### src/core/slrc_regs.vh
// slrc_regs.vh: offsets, field positions, reset values for the sleep retention bank
// assumes inclusion by the design files of the block
`ifndef SLRC_REGS_VH
`define SLRC_REGS_VH

// register indices, byte address is four times the index
`define SLRC_LDO_RET_IDX 6'h27
`define SLRC_CONV_RET_IDX 6'h28
`define SLRC_SHUT_IDX 6'h29
`define SLRC_STAT_IDX 6'h2c
// programmed defaults of the first variant
`define SLRC_LDO_RET_RST 8'he6
`define SLRC_CONV_RET_RST 8'h3b
`define SLRC_SHUT_RST 8'h19
// writable mask of the converter retention register
`define SLRC_CONV_WMASK 8'h3f
// field positions in the converter retention register
`define SLRC_LINREG9_BIT 0
`define SLRC_LINREG10_BIT 1
`define SLRC_BUCK1_BIT 2
`define SLRC_BUCK4_BIT 5
// number of controlled resources
`define SLRC_NRES 14
// axi response codes
`define SLRC_RESP_OKAY 2'h0
`define SLRC_RESP_SLVERR 2'h2

`endif

### src/core/slrc_sync.v
// slrc_sync.v: two flip-flop synchroniser for one level
// assumes the destination clock and an active-low async reset
`timescale 1ns/1ps
module slrc_sync (
   // clock and reset
   input wire clk_i,
   input wire nrst_i,
   // level in and out
   input wire d_i,
   output wire q_o
);
   reg meta_ff;
   reg sync_ff;

   always @(posedge clk_i or negedge nrst_i) begin
      if (!nrst_i) begin
         meta_ff <= 1'b0;
         sync_ff <= 1'b0;
      end else begin
         meta_ff <= d_i;
         sync_ff <= meta_ff;
      end
   end

   assign q_o = sync_ff;
endmodule // slrc_sync

### src/core/slrc_mode.v
// slrc_mode.v: per-resource sleep regulation decision
// assumes sleep, retention and shutdown bits all in the clk_i domain
`timescale 1ns/1ps
module slrc_mode (
   // clock and reset
   input wire clk_i,
   input wire nrst_i,
   // controls
   input wire sleep_i,
   input wire stay_active_i,
   input wire shutdown_i,
   // mode outputs
   output reg economy_o,
   output reg off_o
);
   always @(posedge clk_i or negedge nrst_i) begin
      if (!nrst_i) begin
         economy_o <= 1'b0;
         off_o <= 1'b0;
      end else begin
         economy_o <= sleep_i & ~stay_active_i & ~shutdown_i;
         off_o <= sleep_i & ~stay_active_i & shutdown_i;
      end
   end
endmodule // slrc_mode

### src/core/slrc_top.v
// slrc_top.v: sleep retention control registers with axi4-lite slave
// assumes a power sequencer drives the sleep request and reads the mode outputs
//
// Summary of operation
// Register 0x27 read/write, bits 0..7 keep linear regulators 1..8 active in sleep.
// Register 0x28: bits 0..1 regulators 9,10, bits 2..5 bucks 1..4, 7:6 read zero.
// Retention bit 0: resource goes to economy regulation while asleep.
// Retention bit 1: resource stays in normal active regulation while asleep.
// Power-on reset loads both registers with variant-specific programmed defaults.
// Shutdown bit 1 with retention bit 0: resource fully off in sleep.
// Outside sleep retention bits are ignored, every resource runs normally.
//
// Local design decision: the AXI4-Lite interface to the registers.
`timescale 1ns/1ps
`include "slrc_regs.vh"
module slrc_top #(
   // programmed default values, one per device variant
   parameter [7:0] LDO_RET_DEFAULT = `SLRC_LDO_RET_RST,
   parameter [7:0] CONV_RET_DEFAULT = `SLRC_CONV_RET_RST,
   parameter [7:0] SHUT_DEFAULT = `SLRC_SHUT_RST
) (
   // clock and reset
   input wire clk_i,
   input wire nrst_i,
   // axi4-lite write address
   input wire [7:0] s_axi_awaddr_i,
   input wire s_axi_awvalid_i,
   output wire s_axi_awready_o,
   // axi4-lite write data
   input wire [31:0] s_axi_wdata_i,
   input wire [3:0] s_axi_wstrb_i,
   input wire s_axi_wvalid_i,
   output wire s_axi_wready_o,
   // axi4-lite write response
   output reg [1:0] s_axi_bresp_o,
   output reg s_axi_bvalid_o,
   input wire s_axi_bready_i,
   // axi4-lite read address
   input wire [7:0] s_axi_araddr_i,
   input wire s_axi_arvalid_i,
   output wire s_axi_arready_o,
   // axi4-lite read data
   output reg [31:0] s_axi_rdata_o,
   output reg [1:0] s_axi_rresp_o,
   output reg s_axi_rvalid_o,
   input wire s_axi_rready_i,
   // sequencer link
   input wire sleep_i,
   output wire [13:0] economy_o,
   output wire [13:0] off_o
);
   reg rst_meta_ff;
   reg rst_sync_ff;
   wire rst_n;
   reg [7:0] aw_addr_ff;
   reg aw_full_ff;
   reg [7:0] w_data_ff;
   reg w_strb_ff;
   reg w_full_ff;
   reg [7:0] ldo_ret_ff;
   reg [7:0] conv_ret_ff;
   reg [7:0] shut_ff;
   reg [7:0] nxt_rdata;
   reg nxt_rok;
   reg wr_ok;
   wire do_write;
   wire wr_aligned;
   wire sleep_sync;
   wire [13:0] stay_vec;
   wire [13:0] shut_vec;
   wire [13:0] econ_vec;
   wire [13:0] offv_vec;

   // reset release through two flops
   always @(posedge clk_i or negedge nrst_i) begin
      if (!nrst_i) begin
         rst_meta_ff <= 1'b0;
         rst_sync_ff <= 1'b0;
      end else begin
         rst_meta_ff <= 1'b1;
         rst_sync_ff <= rst_meta_ff;
      end
   end
   assign rst_n = rst_sync_ff;

   // sleep request from a pin
   slrc_sync u_sleep_sync (
      .clk_i(clk_i),
      .nrst_i(rst_n),
      .d_i(sleep_i),
      .q_o(sleep_sync)
   );

   // write channel capture, either order
   assign s_axi_awready_o = ~aw_full_ff & ~s_axi_bvalid_o;
   assign s_axi_wready_o = ~w_full_ff & ~s_axi_bvalid_o;
   assign do_write = aw_full_ff & w_full_ff & ~s_axi_bvalid_o;
   assign wr_aligned = (aw_addr_ff[1:0] == 2'b00);

   always @(posedge clk_i or negedge rst_n) begin
      if (!rst_n) begin
         aw_addr_ff <= 8'h00;
         aw_full_ff <= 1'b0;
         w_data_ff <= 8'h00;
         w_strb_ff <= 1'b0;
         w_full_ff <= 1'b0;
      end else begin
         if (s_axi_awvalid_i && s_axi_awready_o) begin
            aw_addr_ff <= s_axi_awaddr_i;
            aw_full_ff <= 1'b1;
         end else if (do_write) begin
            aw_full_ff <= 1'b0;
         end
         if (s_axi_wvalid_i && s_axi_wready_o) begin
            w_data_ff <= s_axi_wdata_i[7:0];
            w_strb_ff <= s_axi_wstrb_i[0];
            w_full_ff <= 1'b1;
         end else if (do_write) begin
            w_full_ff <= 1'b0;
         end
      end
   end

   // address decode for writes
   always @* begin
      case (aw_addr_ff[7:2])
         `SLRC_LDO_RET_IDX: wr_ok = 1'b1;
         `SLRC_CONV_RET_IDX: wr_ok = 1'b1;
         `SLRC_SHUT_IDX: wr_ok = 1'b1;
         default: wr_ok = 1'b0;
      endcase
   end

   // register bank, defaults loaded at power-on reset
   always @(posedge clk_i or negedge rst_n) begin
      if (!rst_n) begin
         ldo_ret_ff <= LDO_RET_DEFAULT;
         conv_ret_ff <= CONV_RET_DEFAULT & `SLRC_CONV_WMASK;
         shut_ff <= SHUT_DEFAULT;
      end else if (do_write && w_strb_ff && wr_aligned) begin
         if (aw_addr_ff[7:2] == `SLRC_LDO_RET_IDX) begin
            ldo_ret_ff <= w_data_ff;
         end
         if (aw_addr_ff[7:2] == `SLRC_CONV_RET_IDX) begin
            conv_ret_ff <= w_data_ff & `SLRC_CONV_WMASK;
         end
         if (aw_addr_ff[7:2] == `SLRC_SHUT_IDX) begin
            shut_ff <= w_data_ff;
         end
      end
   end

   // write response
   always @(posedge clk_i or negedge rst_n) begin
      if (!rst_n) begin
         s_axi_bvalid_o <= 1'b0;
         s_axi_bresp_o <= `SLRC_RESP_OKAY;
      end else if (do_write) begin
         s_axi_bvalid_o <= 1'b1;
         s_axi_bresp_o <= (wr_ok && wr_aligned) ? `SLRC_RESP_OKAY
                                                               : `SLRC_RESP_SLVERR;
      end else if (s_axi_bready_i) begin
         s_axi_bvalid_o <= 1'b0;
      end
   end

   // read decode
   assign s_axi_arready_o = ~s_axi_rvalid_o;

   always @* begin
      nxt_rok = 1'b1;
      case (s_axi_araddr_i[7:2])
         `SLRC_LDO_RET_IDX: nxt_rdata = ldo_ret_ff;
         `SLRC_CONV_RET_IDX: nxt_rdata = conv_ret_ff;
         `SLRC_SHUT_IDX: nxt_rdata = shut_ff;
         `SLRC_STAT_IDX: nxt_rdata = {7'h00, sleep_sync};
         default: begin
            nxt_rdata = 8'h00;
            nxt_rok = 1'b0;
         end
      endcase
      // unaligned byte address answers zero with an error
      if (s_axi_araddr_i[1:0] != 2'b00) begin
         nxt_rdata = 8'h00;
         nxt_rok = 1'b0;
      end
   end

   always @(posedge clk_i or negedge rst_n) begin
      if (!rst_n) begin
         s_axi_rvalid_o <= 1'b0;
         s_axi_rdata_o <= 32'h00000000;
         s_axi_rresp_o <= `SLRC_RESP_OKAY;
      end else if (s_axi_arvalid_i && s_axi_arready_o) begin
         s_axi_rvalid_o <= 1'b1;
         s_axi_rdata_o <= {24'h000000, nxt_rdata};
         s_axi_rresp_o <= nxt_rok ? `SLRC_RESP_OKAY : `SLRC_RESP_SLVERR;
      end else if (s_axi_rready_i) begin
         s_axi_rvalid_o <= 1'b0;
      end
   end

   // resource vectors: linregs 1..10 then bucks 1..4
   assign stay_vec = {conv_ret_ff[`SLRC_BUCK4_BIT:`SLRC_LINREG9_BIT], ldo_ret_ff};
   assign shut_vec = {6'h00, shut_ff};

   genvar gi;
   generate
      for (gi = 0; gi < `SLRC_NRES; gi = gi + 1) begin : g_res
         slrc_mode u_mode (
            .clk_i(clk_i),
            .nrst_i(rst_n),
            .sleep_i(sleep_sync),
            .stay_active_i(stay_vec[gi]),
            .shutdown_i(shut_vec[gi]),
            .economy_o(econ_vec[gi]),
            .off_o(offv_vec[gi])
         );
      end
   endgenerate

   assign economy_o = econ_vec;
   assign off_o = offv_vec;
endmodule // slrc_top

### config.mk
export PLATFORM = sky130hd
export DESIGN_NAME = slrc_top
export DESIGN_NICKNAME = d
export VERILOG_FILES = /design/src/core/slrc_sync.v /design/src/core/slrc_mode.v /design/src/core/slrc_top.v
export VERILOG_INCLUDE_DIRS = /design/src /design/src/core
export SDC_FILE = /design/constraint.sdc
export NUM_CORES = 1
export LEC_CHECK = 0
export BUFFER_PORTS_ARGS = -buffer_cell sky130_fd_sc_hd__buf_2
export CAP_MARGIN = 10
export CORE_MARGIN = 4
export CORE_UTILIZATION = 25
export CTS_BUF_LIST = sky130_fd_sc_hd__clkbuf_8
export DETAILED_ROUTE_END_ITERATION = 8
export PLACE_DENSITY = 0.42
export SYNTH_ARGS = -nofsm -noshare
export SYNTH_HDL_FRONTEND = slang
export SYNTH_HIERARCHICAL = 1
export SYNTH_SLANG_ARGS = --single-unit
### constraint.sdc
create_clock -name clk_i -period 2.8 [get_ports clk_i]
set_input_delay 0.28 -clock clk_i [delete_from_list [all_inputs] [get_ports clk_i]]
set_output_delay 0.28 -clock clk_i [all_outputs]
set_load 0.01 [all_outputs]
==> qor.yml <==
status: "completed"
reg2regPathDepth: 4
io_pins: 129
first_pass_iters: 4
rr_startpoint: "s_axi_bvalid_o"
cts_setup_buffers: 0
fin_skew_ns: 0.0102
start_util_pct: 25.7
fmax_mhz: 434
drt-initial-drc-count: 86
port_buffers: 75
p_comb_share_pct: 17.7
clkLatencyLatePin_ns: 0.36
grt_max_degree: 84
fp.dieW_microns: 128
hold_class: "in2reg"
fin_cells: 533
dp_hpwl_microns: 5470
synth_warnings: 6
relSlewSlack_pct: 26.0
internal_power_uw: 2120
postRouteAntennaNets: 0
post-route-period-util_pct: 82.3
setup_viol_count_final: 0
htreeDepth: 3
switching_power_uw: 857
arrival_ns: 2.55
syn2layout_area_growth_pct: 20.8
cap_violations: 0
drive_gt1_share_pct: 47.3
cts_sinks: 85
dieArea_sq_mm: 0.0163
slew_violations: 0
ys_types: 34
clkTransAtPathRegs_ns: 0.08
grt_pass1_wl_microns: 12300
fill_cells: 1425
syn_inst: 250
wirelength_microns: 7990
dpl-instance-area_sq_mm: 0.00413
detailroute.via_count: 2132
ir_worst_vdd_mv: 0.358
endpoint: "shut_ff[5]"
gr-total-overflow: 0
clockPowerShare_pct: 26.8
gp_congestion: 0.692
grt_util_all_layers_pct: 10.2
rr_endpoint: "shut_ff[5]"
cts_tree: "done"
netSwitchingFraction_pct: 28.8
leakagePower_uw: 0.00218
rsz0062_at_grt: "no"
r2r_slack_ns: 0.50
yosysTopAreaCell: "dfrtp_1"
place_inst: 515
num_antenna_cells: 0
stdcell_area_sq_mm: 0.00433
tns_ns: 0
most-common-layout-cells: "buf_2, dfrtp_1, conb_1"
cp-start-kind: "register"
period_needed_ns: 2.30
drcViolationCount: 0
crit_start: "s_axi_bvalid_o"
netlist_top_cells_area: "dfrtp_1, mux2_2, dfstp_2"
p_per_area_mw_per_mm2: 687
cts_buffers: 9
antenna_found_initial: 0
syn_area_per_cell_sq_um: 14.3
clockBufferDepth: 2
required_ns: 3.05
crit_path_top_delay_cell: "or3_1"
p_seq_share_pct: 55.5
ys_seq_elements: 85
die_h_microns: 128
worst_setup_path_end_kind: "register"
path_cells: "nand3b_4, or4b_4, or3_1, mux2_4"
wl_per_cell_microns: 15.0
tightest_slew_ns: 1.11
synth_seq_area_share_pct: 59.8
via_per_inst: 4.00
utilization_pct: 31.1
path_max_fanout: 8
p_total_uw: 2970
layout_commonest_cell: "buf_2"
cts_root_buffer: "clkbuf_8"
syn_area_sq_mm: 0.00358
rows: 43
hold_violations: 0
crit_type: "reg2reg"
grt_pass1_vias: 2117
num-nets-final: 408
slowest_delay_ns: 0.62
core_area_sq_mm: 0.0139
synth_top_cell_area_share_pct: 50.3
logic make-up after synthesis:
kind of cell           after synthesis  share of synthesized area, %
other                                2                         0.210
and+or+nand+nor                     64                          14.6
buffers and inverters               34                          6.49
muxes                               45                          14.8
DFF                                 85                          59.8
AOI/OAI and AO/OA                   20                          4.15
registers in the layout (all words and copies together) (netlist names), 6 cells and up:
signal and count:
g_res.u_mode/economy_o 14, g_res.u_mode/off_o 14, aw_addr_ff 8, ldo_ret_ff 8, s_axi_rdata_o 8, shut_ff 8
w_data_ff 8, conv_ret_ff 6
Yosys cell counts:
library cell	instances
dfrtp_1	72
mux2_2	31
buf_4	26
and3b_1	15
nor3b_2	14
dfstp_2	13
nor2_1	9
mux2_4	8
nand2_1	8
o21ai_0	7
mux2i_1	6
a221o_1	5
inv_1	4
clkbuf_1	3
nor2b_1	3
a21boi_0	2
a21o_1	2
a32oi_1	2
and2_1	2
conb_1	2
or3_1	2
or4b_2	2
a211oi_1	1
a221oi_1	1
and4b_1	1
buf_6	1
nand3_1	1
nand3b_4	1
nand4_1	1
nand4bb_1	1
nor2_2	1
nor3_1	1
nor3_2	1
or4b_4	1
how the worst min path moves through the flow:
| stage | start | cells after the start | slack, ns | to |
|---|---|---|---|---|
| global route | s_axi_bready_i | 2 | 0.06 | s_axi_bvalid_o |
| global placement | nrst_i | 1 | 0.07 | rst_meta_ff |
| detailed placement | nrst_i | 1 | 0.07 | rst_meta_ff |
| finish | s_axi_bready_i | 2 | 0.09 | s_axi_bvalid_o |
| floorplan | nrst_i | 0 | -0.02 | rst_meta_ff |
| CTS | s_axi_bready_i | 2 | 0.07 | s_axi_bvalid_o |
metal layers:
| layer | GRT usage (%) | share of wire [%] | wire (microns) |
|---|---|---|---|
| met2 | 15.5 | 47 | 3790 |
| met4 | 3.18 | 0.66 | 53 |
| met3 | 5.08 | 7.6 | 607 |
| met1 | 12.8 | 44 | 3540 |
| met5 | 0 | 0 | 0 |
area by class of cell:
| class | instances | area, sq um | area share, % |
|---|---|---|---|
| sequential | 85 | 2150 | 49.6 |
| multi-input combinational | 168 | 1350 | 31.1 |
| timing repair buffer | 80 | 418 | 9.66 |
| tap | 180 | 225 | 5.20 |
| clock buffer | 11 | 151 | 3.50 |
| clock inverter | 5 | 25.0 | 0.578 |
| inverter | 4 | 15.0 | 0.347 |
per-stage QoR:
step	worst slack, ns	hold WS, ns
2_1_floorplan	0.280	-0.0156
3_3_place_gp	0.509	0.0651
3_5_place_dp	0.501	0.0681
4_1_cts	0.490	0.0666
5_1_grt	0.413	0.0636
6_report	0.497	0.0946
power by group through the flow:
stage / sequential (uW) / combinational (uW) / clock [uW]
floorplan: 1650 / 392 / 0
global placement: 1670 / 527 / 0
detailed placement: 1680 / 535 / 0
CTS: 1660 / 537 / 848
global route: 1700 / 581 / 898
finish: 1650 / 525 / 797
worst max-delay path, delay by kind of cell (launching register included):
kind,cells,cell delay [ns]
flip-flops,1,0.42
AND/OR/NAND/NOR,3,1.36
multiplexers,1,0.40
timing repair:
action,4_1_cts,5_1_grt
gates resized for setup,0,0
endpoints found under the hold margin,3,0
hold buffers,2,0
Power figures use the tool's default switching activity.
